$ cat src/core/sfc_defines.vh
/*
 * Constants for the synthesizer and reference clock control block.
 * Assumes a 250 MHz system clock and a 32-bit Avalon-MM register bus.
 */
`ifndef SFC_DEFINES_VH
`define SFC_DEFINES_VH
// ----------------------------------------------------------------------------
// Register addresses, one bus index per byte register
// ----------------------------------------------------------------------------
`define SFC_IDX_FREQ_HI      8'h07
`define SFC_IDX_FREQ_MID     8'h08
`define SFC_IDX_FREQ_LO      8'h09
`define SFC_IDX_REF_SEL      8'h59
`define SFC_IDX_CTRL         8'h60
`define SFC_IDX_PIN_MAP      8'h61
`define SFC_IDX_PIN_MAP_TWO  8'h62
`define SFC_IDX_BAT_THRESH   8'h63
`define SFC_IDX_STATUS       8'h64
`define SFC_IDX_IRQ_STAT     8'h65
`define SFC_IDX_IRQ_MASK     8'h66
`define SFC_IDX_FREQ_ACTIVE  8'h67
// ----------------------------------------------------------------------------
// Field positions
// ----------------------------------------------------------------------------
`define SFC_REF_EXT_BIT      4
`define SFC_CTRL_SEQ_BIT     0
`define SFC_CTRL_OSC_BIT     1
`define SFC_CTRL_PLL_BIT     2
`define SFC_CTRL_RX_BIT      3
`define SFC_CTRL_SLEEP_BIT   4
`define SFC_IRQ_LOWBAT_BIT   0
`define SFC_IRQ_LOCK_BIT     1
`define SFC_IRQ_RXON_BIT     2
// ----------------------------------------------------------------------------
// Reset values
// ----------------------------------------------------------------------------
`define SFC_RST_FREQ         24'he4_c000
`define SFC_RST_FREQ_HI      8'he4
`define SFC_RST_FREQ_MID     8'hc0
`define SFC_RST_FREQ_LO      8'h00
`define SFC_RST_CTRL         8'h01
`define SFC_RST_PIN_MAP      8'h00
`define SFC_RST_PIN_MAP_TWO  8'h00
`define SFC_RST_BAT_THRESH   8'h02
`define SFC_RST_MASK         8'h00
// ----------------------------------------------------------------------------
// Timing
// ----------------------------------------------------------------------------
`define SFC_CLK_MHZ          250
`define SFC_CAL_COARSE_NS    2000
`define SFC_CAL_FINE_NS      400
// Calibration lengths in clock cycles, sized to the calibration counter.
`define SFC_CAL_COARSE_CYC   10'h1f4
`define SFC_CAL_FINE_CYC     10'h064
`endif

$ cat src/core/sfc_top.v
/*
 * Synthesizer and reference clock control: start-up sequencing, carrier
 * word staging, lock indication, VCO calibration, clock output and the
 * low battery interrupt, with an Avalon-MM register slave.
 * Assumes osc_stable, pll_locked and supply_level come from the analog side
 * asynchronously; they pass a three-stage synchroniser.
 */
// The Avalon-MM register port was decided locally.
`timescale 1ns/1ns
`include "sfc_defines.vh"
`default_nettype none

// Summary of operation
// - A supply level under the battery threshold sets a sticky interrupt; its flag is routable to pins 0 to 4, or pin 5 with the clock off.
// - With the sequencer on, the PLL starts as soon as the oscillator is stable.
// - The reference clock output stays quiet until the oscillator is stable.
// - Bit 4 of the source select register chooses the external reference over the crystal.
// - General pin five carries the reference halved or divided further, as chosen by the second map.
// - The clock output is enabled at reset and stopped in Sleep or by select 7 of the second map.
// - Coarse calibration runs once after reset and fine calibration at each PLL start.
// - One frequency step is the reference divided by two to the nineteenth.
// - The carrier is step times a 24-bit word held in three byte registers.
// - A new carrier word takes effect only when its low byte is written.
// - With the sequencer on, the receiver starts once the PLL reports lock.
// - The lock indicator rises in locking range and is mappable to general pins.
module sfc_top (
   input  wire        clk_sys,
   input  wire        rst,
   input  wire [7:0]  avs_address,
   input  wire        avs_read,
   input  wire        avs_write,
   input  wire [31:0] avs_writedata,
   output reg  [31:0] avs_readdata,
   output reg         avs_waitrequest,
   input  wire        osc_stable,
   input  wire        pll_locked,
   input  wire [7:0]  supply_level,
   output reg         osc_enable_q,
   output reg         ext_ref_sel_q,
   output reg         pll_enable_q,
   output reg         rx_enable_q,
   output reg         vco_cal_q,
   output reg         vco_cal_fine_q,
   output reg  [23:0] carrier_word_q,
   output reg  [5:0]  general_pin_q,
   output reg         irq_q
);
   // -------------------------------------------------------------------------
   // Registers and state
   // -------------------------------------------------------------------------
   localparam [3:0] ST_IDLE = 4'b0001;
   localparam [3:0] ST_CAL  = 4'b0010;
   localparam [3:0] ST_LOCK = 4'b0100;
   localparam [3:0] ST_RX   = 4'b1000;

   reg  [7:0]  freq_hi_q;
   reg  [7:0]  freq_mid_q;
   reg  [7:0]  freq_lo_q;
   reg  [7:0]  ref_sel_q;
   reg  [7:0]  ctrl_q;
   reg  [7:0]  pin_map_q;
   reg  [7:0]  pin_map_two_q;
   reg  [7:0]  bat_thresh_q;
   reg  [7:0]  irq_stat_q;
   reg  [7:0]  irq_mask_q;
   reg  [3:0]  state_q;
   reg  [9:0]  cal_cnt_q;
   reg         coarse_done_q;
   reg         lock_ind_q;
   reg         relock_q;
   reg         clk_on_q;
   reg  [6:0]  div_cnt_q;
   reg         div_clk_q;
   reg  [2:0]  osc_sync_q;
   reg  [2:0]  lock_sync_q;
   reg  [7:0]  sup_s1_q;
   reg  [7:0]  sup_s2_q;
   reg  [7:0]  sup_s3_q;
   reg         osc_ok_q;
   reg         lock_ok_q;
   reg         lowbat_q;
   reg         bus_done_q;

   wire        sel_seq   = ctrl_q[`SFC_CTRL_SEQ_BIT];
   wire        sleep     = ctrl_q[`SFC_CTRL_SLEEP_BIT];
   wire        bus_req   = (avs_read | avs_write) & ~bus_done_q;
   wire        wr_take   = avs_write & ~bus_done_q;
   wire        rd_take   = avs_read & ~bus_done_q;
   wire        lo_write  = wr_take & (avs_address == `SFC_IDX_FREQ_LO);
   wire        pll_start = (state_q == ST_IDLE) & pll_enable_q & osc_ok_q & coarse_done_q;
   wire [7:0]  irq_events;
   wire        lowbat_now;

   // -------------------------------------------------------------------------
   // Synchronisers: a change counts once stages two and three agree.
   // -------------------------------------------------------------------------
   always @(posedge clk_sys or posedge rst) begin
      if (rst) begin
         osc_sync_q  <= 3'h0;
         lock_sync_q <= 3'h0;
         sup_s1_q    <= 8'hff;
         sup_s2_q    <= 8'hff;
         sup_s3_q    <= 8'hff;
         osc_ok_q    <= 1'b0;
         lock_ok_q   <= 1'b0;
      end else begin
         osc_sync_q  <= {osc_sync_q[1:0], osc_stable};
         lock_sync_q <= {lock_sync_q[1:0], pll_locked};
         sup_s1_q    <= supply_level;
         sup_s2_q    <= sup_s1_q;
         sup_s3_q    <= sup_s2_q;
         if (osc_sync_q[1] == osc_sync_q[2]) osc_ok_q <= osc_sync_q[2];
         if (lock_sync_q[1] == lock_sync_q[2]) lock_ok_q <= lock_sync_q[2];
      end
   end

   // Supply compare uses settled samples only, so a bus skew cannot glitch it.
   assign lowbat_now = (sup_s2_q == sup_s3_q) & (sup_s3_q < bat_thresh_q);
   // Event bits: low battery rise, lock while receiving, lock while waiting.
   assign irq_events = {5'h00, (state_q == ST_LOCK) & (lock_ok_q & ~relock_q),
                        lock_ok_q & ~lock_ind_q & (state_q == ST_RX), lowbat_now & ~lowbat_q};

   // -------------------------------------------------------------------------
   // Avalon slave: one wait cycle, then the answer; unmapped reads give zero.
   // -------------------------------------------------------------------------
   always @(posedge clk_sys or posedge rst) begin
      if (rst) begin
         // Staging bytes start as the bytes of the applied word, so a
         // read-back after reset agrees with the active word register.
         freq_hi_q     <= `SFC_RST_FREQ_HI;
         freq_mid_q    <= `SFC_RST_FREQ_MID;
         freq_lo_q     <= `SFC_RST_FREQ_LO;
         ref_sel_q     <= 8'h00;
         ctrl_q        <= `SFC_RST_CTRL;
         pin_map_q     <= `SFC_RST_PIN_MAP;
         pin_map_two_q <= `SFC_RST_PIN_MAP_TWO;
         bat_thresh_q  <= `SFC_RST_BAT_THRESH;
         irq_mask_q    <= `SFC_RST_MASK;
         irq_stat_q    <= 8'h00;
         avs_readdata  <= 32'h0000_0000;
         bus_done_q    <= 1'b0;
         lowbat_q      <= 1'b0;
      end else begin
         bus_done_q <= bus_req;
         lowbat_q   <= lowbat_now;
         // Write-one-to-clear; a new event in the same cycle wins.
         irq_stat_q <= (irq_stat_q & ~((wr_take && avs_address == `SFC_IDX_IRQ_STAT) ?
                        avs_writedata[7:0] : 8'h00)) | irq_events;
         if (wr_take) begin
            case (avs_address)
               `SFC_IDX_FREQ_HI:     freq_hi_q     <= avs_writedata[7:0];
               `SFC_IDX_FREQ_MID:    freq_mid_q    <= avs_writedata[7:0];
               `SFC_IDX_FREQ_LO:     freq_lo_q     <= avs_writedata[7:0];
               `SFC_IDX_REF_SEL:     ref_sel_q     <= avs_writedata[7:0];
               `SFC_IDX_CTRL:        ctrl_q        <= avs_writedata[7:0];
               `SFC_IDX_PIN_MAP:     pin_map_q     <= avs_writedata[7:0];
               `SFC_IDX_PIN_MAP_TWO: pin_map_two_q <= avs_writedata[7:0];
               `SFC_IDX_BAT_THRESH:  bat_thresh_q  <= avs_writedata[7:0];
               `SFC_IDX_IRQ_MASK:    irq_mask_q    <= avs_writedata[7:0];
               default: ;
            endcase
         end
         if (rd_take) begin
            case (avs_address)
               `SFC_IDX_FREQ_HI:     avs_readdata <= {24'h00_0000, freq_hi_q};
               `SFC_IDX_FREQ_MID:    avs_readdata <= {24'h00_0000, freq_mid_q};
               `SFC_IDX_FREQ_LO:     avs_readdata <= {24'h00_0000, freq_lo_q};
               `SFC_IDX_REF_SEL:     avs_readdata <= {24'h00_0000, ref_sel_q};
               `SFC_IDX_CTRL:        avs_readdata <= {24'h00_0000, ctrl_q};
               `SFC_IDX_PIN_MAP:     avs_readdata <= {24'h00_0000, pin_map_q};
               `SFC_IDX_PIN_MAP_TWO: avs_readdata <= {24'h00_0000, pin_map_two_q};
               `SFC_IDX_BAT_THRESH:  avs_readdata <= {24'h00_0000, bat_thresh_q};
               `SFC_IDX_STATUS:      avs_readdata <= {24'h00_0000, lowbat_q, clk_on_q, coarse_done_q,
                                                      lock_ind_q, osc_ok_q, state_q[1], state_q[2], state_q[3]};
               `SFC_IDX_IRQ_STAT:    avs_readdata <= {24'h00_0000, irq_stat_q};
               `SFC_IDX_IRQ_MASK:    avs_readdata <= {24'h00_0000, irq_mask_q};
               `SFC_IDX_FREQ_ACTIVE: avs_readdata <= {8'h00, carrier_word_q};
               default:              avs_readdata <= 32'h0000_0000;
            endcase
         end
      end
   end

   // Waitrequest drops for exactly the cycle after a request is seen.
   // A request still held at its answer is not taken twice: bus_done_q masks it.
   always @(posedge clk_sys or posedge rst) begin
      if (rst) begin
         avs_waitrequest <= 1'b1;
      end else begin
         avs_waitrequest <= ~bus_req;
      end
   end

   // -------------------------------------------------------------------------
   // Start-up sequencer and VCO calibration.
   // -------------------------------------------------------------------------
   // In manual mode the PLL bit drives its enable directly, the oscillator follows Sleep only
   // and the receiver bit still waits for lock; the sequencer chains the PLL on stable reports.
   always @(posedge clk_sys or posedge rst) begin
      if (rst) begin
         state_q        <= ST_IDLE;
         osc_enable_q   <= 1'b1;
         ext_ref_sel_q  <= 1'b0;
         pll_enable_q   <= 1'b0;
         rx_enable_q    <= 1'b0;
         vco_cal_q      <= 1'b0;
         vco_cal_fine_q <= 1'b0;
         cal_cnt_q      <= 10'h000;
         coarse_done_q  <= 1'b0;
         carrier_word_q <= `SFC_RST_FREQ;
         lock_ind_q     <= 1'b0;
         relock_q       <= 1'b0;
      end else begin
         ext_ref_sel_q <= ref_sel_q[`SFC_REF_EXT_BIT];
         osc_enable_q  <= ~sleep;
         pll_enable_q  <= ~sleep & (sel_seq ? osc_ok_q : ctrl_q[`SFC_CTRL_PLL_BIT]);
         // Coarse calibration runs once, as soon as the oscillator settles.
         // The PLL may already be enabled; its fine calibration waits for this.
         if (!coarse_done_q && osc_ok_q && !vco_cal_q) begin
            vco_cal_q      <= 1'b1;
            vco_cal_fine_q <= 1'b0;
            cal_cnt_q      <= `SFC_CAL_COARSE_CYC;
         end else if (vco_cal_q) begin
            if (cal_cnt_q == 10'h001) begin
               vco_cal_q <= 1'b0;
               if (!vco_cal_fine_q) coarse_done_q <= 1'b1;
            end
            cal_cnt_q <= cal_cnt_q - 10'h001;
         end
         // Word applies on the low byte; upper bytes wait in staging.
         if (lo_write) begin
            carrier_word_q <= {freq_hi_q, freq_mid_q, avs_writedata[7:0]};
            relock_q       <= 1'b1;
            lock_ind_q     <= 1'b0;
         end else begin
            if (!lock_ok_q) relock_q <= 1'b0;
            lock_ind_q <= lock_ok_q & ~relock_q & pll_enable_q & ~vco_cal_q;
         end
         case (state_q)
            ST_IDLE: begin
               rx_enable_q <= 1'b0;
               if (pll_start) begin
                  state_q        <= ST_CAL;
                  vco_cal_q      <= 1'b1;
                  vco_cal_fine_q <= 1'b1;
                  cal_cnt_q      <= `SFC_CAL_FINE_CYC;
               end
            end
            ST_CAL: begin
               if (!pll_enable_q) state_q <= ST_IDLE;
               else if (!vco_cal_q) state_q <= ST_LOCK;
            end
            ST_LOCK: begin
               if (!pll_enable_q) state_q <= ST_IDLE;
               else if (lock_ind_q && (sel_seq || ctrl_q[`SFC_CTRL_RX_BIT])) begin
                  state_q     <= ST_RX;
                  rx_enable_q <= 1'b1;
               end
            end
            ST_RX: begin
               if (!pll_enable_q) state_q <= ST_IDLE;
               rx_enable_q <= pll_enable_q & (sel_seq | ctrl_q[`SFC_CTRL_RX_BIT]);
               if (!sel_seq && !ctrl_q[`SFC_CTRL_RX_BIT]) state_q <= ST_LOCK;
            end
            default: state_q <= ST_IDLE;
         endcase
      end
   end

   // -------------------------------------------------------------------------
   // Clock output divider and pin mapping.
   // -------------------------------------------------------------------------
   // Selects 0 and 1 both halve the reference, a select n from 2 to 6
   // divides it by 2^n, and 7 turns the output off. The divider runs free,
   // so a new select needs no restart, but the first period after a change
   // may be short.
   always @(posedge clk_sys or posedge rst) begin
      if (rst) begin
         div_cnt_q     <= 7'h00;
         div_clk_q     <= 1'b0;
         clk_on_q      <= 1'b1;
         general_pin_q <= 6'h00;
         irq_q         <= 1'b0;
      end else begin
         // Enabled from reset, yet the pin only follows once the oscillator is stable.
         clk_on_q  <= osc_ok_q & ~sleep & (pin_map_two_q[2:0] != 3'h7);
         div_cnt_q <= div_cnt_q + 7'h01;
         div_clk_q <= (pin_map_two_q[2:0] == 3'h0) ? ~div_clk_q : div_cnt_q[pin_map_two_q[2:0] - 3'h1];
         irq_q     <= |(irq_stat_q & irq_mask_q);
         // Pins 0 to 3 show lock or low battery, pin 4 the receiver enable or low battery.
         general_pin_q[0] <= pin_map_q[0] ? lowbat_q : lock_ind_q;
         general_pin_q[1] <= pin_map_q[1] ? lowbat_q : lock_ind_q;
         general_pin_q[2] <= pin_map_q[2] ? lowbat_q : lock_ind_q;
         general_pin_q[3] <= pin_map_q[3] ? lowbat_q : lock_ind_q;
         general_pin_q[4] <= pin_map_q[4] ? lowbat_q : rx_enable_q;
         general_pin_q[5] <= clk_on_q ? div_clk_q : (pin_map_q[5] & lowbat_q);
      end
   end
   // Carrier = (reference / 2^19) * carrier_word_q; step is fixed by the
   // modulator width, so only the word is held here.
endmodule
`default_nettype wire

$ cat config.mk
export PLATFORM = sky130hd
export DESIGN_NAME = sfc_top
export DESIGN_NICKNAME = d
export VERILOG_FILES = /design/src/core/sfc_top.v
export VERILOG_INCLUDE_DIRS = /design/src /design/src/core
export SDC_FILE = /design/constraint.sdc
export NUM_CORES = 1
export LEC_CHECK = 0
export CORE_MARGIN = 2
export CORE_UTILIZATION = 45
export DETAILED_ROUTE_END_ITERATION = 8
export DONT_BUFFER_PORTS = 1
export GPL_TIMING_DRIVEN = 0
export PLACE_DENSITY = 0.71
export SLEW_MARGIN = 20
export SYNTH_ARGS = -nofsm -noshare
export SYNTH_HDL_FRONTEND = slang
export SYNTH_SLANG_ARGS = --single-unit
$ cat constraint.sdc
create_clock -name clk_sys -period 12.4 [get_ports clk_sys]
set_input_delay 1.86 -clock clk_sys [delete_from_list [all_inputs] [get_ports clk_sys]]
set_output_delay 1.86 -clock clk_sys [all_outputs]
set_load 0.01 [all_outputs]
==> impl_metrics.tcl, run 1 <==
set metrics [dict create \
    yosysWarnings 0 \
    ys_ff_latch 194 \
    postRouteWirelength_um 21680 \
    max_stage_delay_ns 0.60 \
    cp.required_ns 12.73 \
    wire_per_inst_um 22.37 \
    path_delay_family "simple AND/OR/NAND/NOR gates" \
    max_freq_ghz 0.3069 \
    routed.top_layer "met4" \
    fin_worst_skew_ns 0.01429 \
    final.period_utilization 0.2627 \
    viasPerCell 5.935 \
    synth_area_um2 8636 \
    wl_met3_um 1327 \
    grt_max_degree 86 \
    total_power_w 0.001394 \
    drive_gt1_frac 0.2871 \
    clock_latency_ns 0.44 \
    placementRows 50 \
    startpoint_type "input port" \
    initial_core_util 0.4601 \
    final_nets 789 \
    grt_pass1_vias 5773 \
    cts.sinks 194 \
    hp-class "reg2reg" \
    cts_tree "built" \
    fillers 1580 \
    clockBufferDepth 2 \
    dp_hpwl_um 15650 \
    synth_edf_count 0 \
    io_pins 124 \
    path_cells "buf_2 > buf_2 > nand3_1 > nor3_2 > mux2_2" \
    layout_common_cells "dfrtp_1, mux2_2, dfstp_2, nand2_1, nor2_1" \
    postCtsHoldBufs 0 \
    layout_commonest_cell "dfrtp_1" \
    crit_top_cell "buf_2" \
    cp-end-kind "register" \
    core-area_um2 18770 \
    wirelength_met1_um 9584 \
    num_vias 5751 \
    outcome "finished clean" \
    slew_viol_final 0 \
    gp_congestion 0.8863 \
    synth_cell_type_count 71 \
    htreeDepth 4 \
    fp.dieH_um 142.5 \
    slew-limit-headroom 0.4550 \
    slowest_stage "nor3_2" \
    synthCells 694 \
    cts_buffers 17 \
    cts_resized 0 \
    min_period_ns 3.258 \
    cts_root_buf "clkbuf_16" \
    post-route-drc-count 0 \
    rsz0062_at_grt "false" \
    antenna_found_initial 0 \
    area_delta_synth_final_pct 11.84 \
    leakage_nw 4.313 \
    die_area_um2 20310 \
    crit_type "in2reg" \
    initialDrtViolationCount 367 \
    synth-seq-area-share 0.5682 \
    io_buffers 0 \
    finalSetupViolCount 0 \
    ant_nets 0 \
    max_cap_violations 0 \
    fp.dieW_um 142.5 \
    firstDrtPassIters 4 \
    clk_pin_slew_ns 0.08 \
    grt_pass1_wl_um 33670 \
    crit_buf_inv 2 \
    finalHoldViolations 0 \
    n_antenna_cell 0 \
    syn-mean-instance-area_um2 12.44 \
    worst_pin_slew_ns 0.8174 \
    gr-total-overflow 0 \
    arrival_ns 3.59 \
    async_flop_share 1.000 \
    wl_met2_um 10300 \
    track_usage 0.2214 \
    ir_worst_vdd_uv 95.98 \
    yosys_most_used_dff "dfrtp_1" \
    fin_area_um2 9658 \
    powerDensity_nw_per_um2 144.3 \
    cp_max_fo 10 \
    place_area_um2 9017 \
    post-cts-setup-buffers 0 \
    fin_setup_tns_ns 0 \
]
==> through the flow <==
stage	utilization	worst slack, ns	hold WS (ns)	instances
6_report	0.5146	9.142	0.3494	969
5_1_grt	0.5146	9.080	0.3578	969
4_1_cts	0.5146	9.190	0.3510	969
3_5_place_dp	0.4805	8.723	0.3347	937
3_3_place_gp	0.4771	3.584	0.3386	935
2_1_floorplan	-	5.326	0.3312	701
==> final cells by class <==
class                      instances  area [um2]  share of cell area
buffer                            38       196.4             0.02034
clock buffer                      17       425.4             0.04405
clock inverter                    15       215.2             0.02228
inverter                          22       90.09            0.009328
multi-input combinational        447        3476              0.3599
sequential                       194        4907              0.5081
tap                              234       292.8             0.03031
timing repair buffer               2       55.05            0.005700
==> Yosys cell counts, drive strengths merged, types with 3 or more instances <==
cell type / n / share of area
and3: 14 / 0.010
a311oi: 7 / 0.0071
nand2: 46 / 0.021
o22ai: 3 / 0.0022
nor2b: 6 / 0.0043
nor2: 38 / 0.017
dfstp: 42 / 0.13
nor4: 6 / 0.0061
nor4b: 4 / 0.0058
a2111oi: 3 / 0.0038
a211oi: 5 / 0.0043
a21boi: 6 / 0.0052
clkbuf: 12 / 0.0052
nand3b: 3 / 0.0026
and2: 4 / 0.0029
mux2: 94 / 0.12
mux2i: 10 / 0.012
xor2: 12 / 0.012
nand2b: 5 / 0.0036
a21oi: 12 / 0.0070
nor3: 10 / 0.0088
nand3: 14 / 0.0093
inv: 22 / 0.0096
a32o: 4 / 0.0046
a22o: 21 / 0.021
xnor2: 10 / 0.010
dfrtp: 152 / 0.44
nor3b: 8 / 0.0070
a221oi: 6 / 0.0061
buf: 26 / 0.018
a22oi: 14 / 0.012
a31oi: 3 / 0.0022
a21o: 3 / 0.0026
o21ai: 26 / 0.015
ha: 13 / 0.019
==> flip-flops by register name, indices dropped and copies added, names as in the netlist, 4 cells and up <==
| name | flops |
|---|---|
| freq_hi_q | 8 |
| sup_s3_q | 8 |
| general_pin_q | 6 |
| freq_lo_q | 7 |
| sup_s2_q | 8 |
| bat_thresh_q | 8 |
| avs_readdata | 24 |
| irq_mask_q | 8 |
| pin_map_q | 8 |
| sup_s1_q | 8 |
| pin_map_two_q | 8 |
| carrier_word_q | 17 |
| freq_mid_q | 8 |
| ctrl_q | 8 |
| div_cnt_q | 7 |
| state_q | 4 |
| ref_sel_q | 8 |
| cal_cnt_q | 10 |
| irq_stat_q | 8 |
==> layer usage <==
| layer | vias up | GRT usage |
|---|---|---|
| met5 | - | 0 |
| met2 | 202 | 0.3583 |
| met3 | 31 | 0.05518 |
| met1 | 2955 | 0.2909 |
| met4 | 0 | 0.07817 |
| li1 | 2563 | - |
==> where the power goes <==
part	leakage (nW)	switching, W	internal, W
registers	2.48	0.0000358	0.000670
logic	1.54	0.0000691	0.0000463
clock network	0.300	0.000278	0.000294
total	4.31	0.000383	0.00101
==> logic make-up (layout without fill, tap and decap cells) <==
group	Yosys count	in the layout	synth area share
xor gates and xnor gates	22	22	0.02231
buffers and inverters	60	94	0.03231
and+or+nand+nor	173	173	0.1145
muxes	105	105	0.1368
adders and majority gates	15	15	0.02115
other	1	8	0.0004342
AOI/OAI and AO/OA	124	124	0.1043
DFF	194	194	0.5682
==> path summary, 6_finish.rpt <==
| check | start | slack, ns | end | cells past startpoint |
|---|---|---|---|---|
| hold / removal | lock_sync_q[0] | 0.35 | lock_sync_q[1] | 0 |
| hold reg to reg | lock_sync_q[0] | 0.35 | lock_sync_q[1] | 0 |
| max in group asynchronous | rst | 10.45 | state_q[0] | 2 |
| min in group asynchronous | rst | 1.24 | div_cnt_q[6] | 1 |
| setup / recovery | avs_address[0] | 9.14 | freq_hi_q[3] | 5 |
| setup reg to reg | bus_done_q | 10.42 | freq_lo_q[2] | 5 |
(Power assumes the default switching activity.)
==> inputs of run 2 (changes only) <==
ABC_AREA = 1   (was unset)
clock period = 3.2 ns   (was 12.4 ns; I/O delays follow)
==> run 2 against run 1 <==
  * Synthesized cell count is 38% higher
  * Highest routed layer unchanged
  * Critical endpoint is now ref_sel_q[0]
  * Sequential cell count stayed put
  * Hold slack got worse by 0.32 ns
  * Synthesized area grew 1.6%
==> impl_metrics.tcl, run 2 <==
set metrics [dict create \
    worst_pin_slew_ns 0.6277 \
    fillers 1785 \
    placedCellCount 1236 \
    num_vias 6708 \
    dp_hpwl_um 16060 \
    rsz0062_at_grt "false" \
    placementRows 51 \
    hp-class "in2reg" \
    antenna_found_initial 0 \
    fin_area_um2 9866 \
    fp.dieW_um 143.7 \
    top_regs "avs_readdata: 24 flops, carrier_word_q: 17 flops, cal_cnt_q: 10 flops" \
    largest_register_ffs 24 \
    cp.required_ns 3.49 \
    io_pins 124 \
    yosysWarnings 0 \
    ys_ff_latch 194 \
    drive_gt1_frac 0.1554 \
    synthTopCellsByCount "nand2_1, dfrtp_1, nand3_1" \
    powerDensity_nw_per_um2 537.8 \
    grt_max_degree 36 \
    seqCellArea_um2 4907 \
    area_delta_synth_final_pct 12.40 \
    slew-limit-headroom 0.5815 \
    fin_setup_tns_ns 0 \
    total_power_w 0.005306 \
    ff2ff_setup_slack_ns 1.46 \
    yosysTopAreaCellShare 0.4334 \
    initial_core_util 0.4555 \
    holdWs_ns 0.03404 \
    seq_power_share 0.509 \
    viasPerCell 5.286 \
    cp-end-kind "register" \
    multi_input_comb_area_um2 3331 \
    clockPowerShare 0.404 \
    synth-seq-area-share 0.5591 \
    synth_cell_type_count 43 \
    cts_root_buf "clkbuf_16" \
    io_buffers 0 \
    synth_area_um2 8777 \
    firstDrtPassIters 5 \
    gp_congestion 0.9659 \
    yosysMostFrequentCell "nand2_1" \
    synth_area_leaders "dfrtp_1, dfstp_2, nand2_1" \
    htreeDepth 4 \
    grt_pass1_wl_um 35160 \
    cts_buffers 17 \
    yosys_most_used_dff "dfrtp_1" \
    fin_worst_skew_ns 0.01079 \
    leakage_nw 4.680 \
    cts.sinks 194 \
    max_cap_violations 0 \
    netSwitchingPower_w 0.001448 \
    finalSetupViolCount 0 \
    grt_pass1_vias 6359 \
    final_nets 1058 \
    min_period_ns 1.739 \
    max_freq_ghz 0.5751 \
    combPwrFrac 0.087 \
    synth_edf_count 0 \
    synthCells 958 \
    finalHoldViolations 0 \
    switching_share 0.2730 \
    async_flop_share 1.000 \
    final.period_utilization 0.5434 \
    track_usage 0.2268 \
    core-area_um2 19270 \
    crit_type "reg2reg" \
    ant_nets 0 \
    startpoint_type "register" \
    layout_commonest_cell "nand2_1" \
    regMostFlops "avs_readdata" \
    synth_top_cell_by_area "dfrtp_1" \
    fp.dieH_um 143.7 \
    clk_pin_slew_ns 0.07 \
    place_area_um2 9259 \
    outcome "finished clean" \
    syn-mean-instance-area_um2 9.162 \
    die_area_um2 20640 \
    clock_latency_ns 0.44 \
    postRouteWirelength_um 22250 \
    cp_max_fo 10 \
    slew_viol_final 0 \
    cts_tree "built" \
    gr-total-overflow 0 \
    wire_per_inst_um 17.53 \
    ir_worst_vdd_uv 380.7 \
    layout_common_cells "nand2_1, dfrtp_1, nand3_1, o21ai_0, inv_1" \
    initialDrtViolationCount 551 \
    p_int_w 0.003858 \
    stdcell_count 1269 \
    arrival_ns 2.03 \
    clockBufferDepth 2 \
    cts_resized 0 \
    post-route-drc-count 0 \
    n_antenna_cell 0 \
]
[run 2: stage by stage]
step	util	setup slack, ns
6_report	0.5119	1.461
5_1_grt	0.5119	1.344
4_1_cts	0.5119	1.458
3_5_place_dp	0.4805	1.322
3_3_place_gp	0.4742	-0.7198
2_1_floorplan	-	0.2499
[run 2: layer usage]
metal | vias up | part of all wire | GRT usage
met1 | 3210 | 0.42 | 0.2917
li1 | 3220 | - | -
met4 | 0 | 0.021 | 0.07637
met5 | - | 0 | 0
met2 | 240 | 0.47 | 0.3642
met3 | 38 | 0.085 | 0.07198
[run 2: power by group through the flow]
stage / Combinational [W] / Sequential (W) / Clock (W)
3_5_place_dp: 0.000465 / 0.00274 / 0
2_1_floorplan: 0.000346 / 0.00271 / 0
3_3_place_gp: 0.000433 / 0.00274 / 0
4_1_cts: 0.000467 / 0.00270 / 0.00219
5_1_grt: 0.000535 / 0.00272 / 0.00229
6_report: 0.000462 / 0.00270 / 0.00214
[run 2: kinds of logic after synthesis]
logic type      share of synthesized area
compound gates                    0.08425
xor+xnor                          0.01098
fa+ha+maj                         0.02081
buf+inv                           0.06443
flops                              0.5591
mux                               0.02138
other cells                     0.0004272
simple gates                       0.2386
[run 2: final cells by class]
cell class / instances / area share
plain buffers: 39 / 0.02803
clock buffers: 17 / 0.04312
clock inverters: 15 / 0.01737
inverters: 77 / 0.02968
multi-input cells: 655 / 0.3376
flip-flops and latches: 194 / 0.4974
well taps: 265 / 0.03361
repair buffers: 7 / 0.01319
[run 2: worst paths after layout]
path	from	to	cells after the start
max	bus_done_q	ref_sel_q[0]	8
min	supply_level[0]	sup_s1_q[0]	0
max reg2reg	bus_done_q	ref_sel_q[0]	8
min reg2reg	lock_sync_q[0]	lock_sync_q[1]	0
max in group asynchronous	rst	state_q[0]	4
min in group asynchronous	rst	ref_sel_q[4]	2
[run 2: worst max-delay path: stages, from the launching register on]
cell	delay, ns
dfrtp_1	0.36
inv_1	0.06
nand2_1	0.06
inv_1	0.16
buf_4	0.31
nand3_1	0.27
buf_4	0.25
nand2_1	0.05
o21ai_0	0.08
[run 2: what timing repair did]
item,in CTS,in global routing
setup buffers,0,0
hold endpoints to repair,10,0
hold buffers,1,0
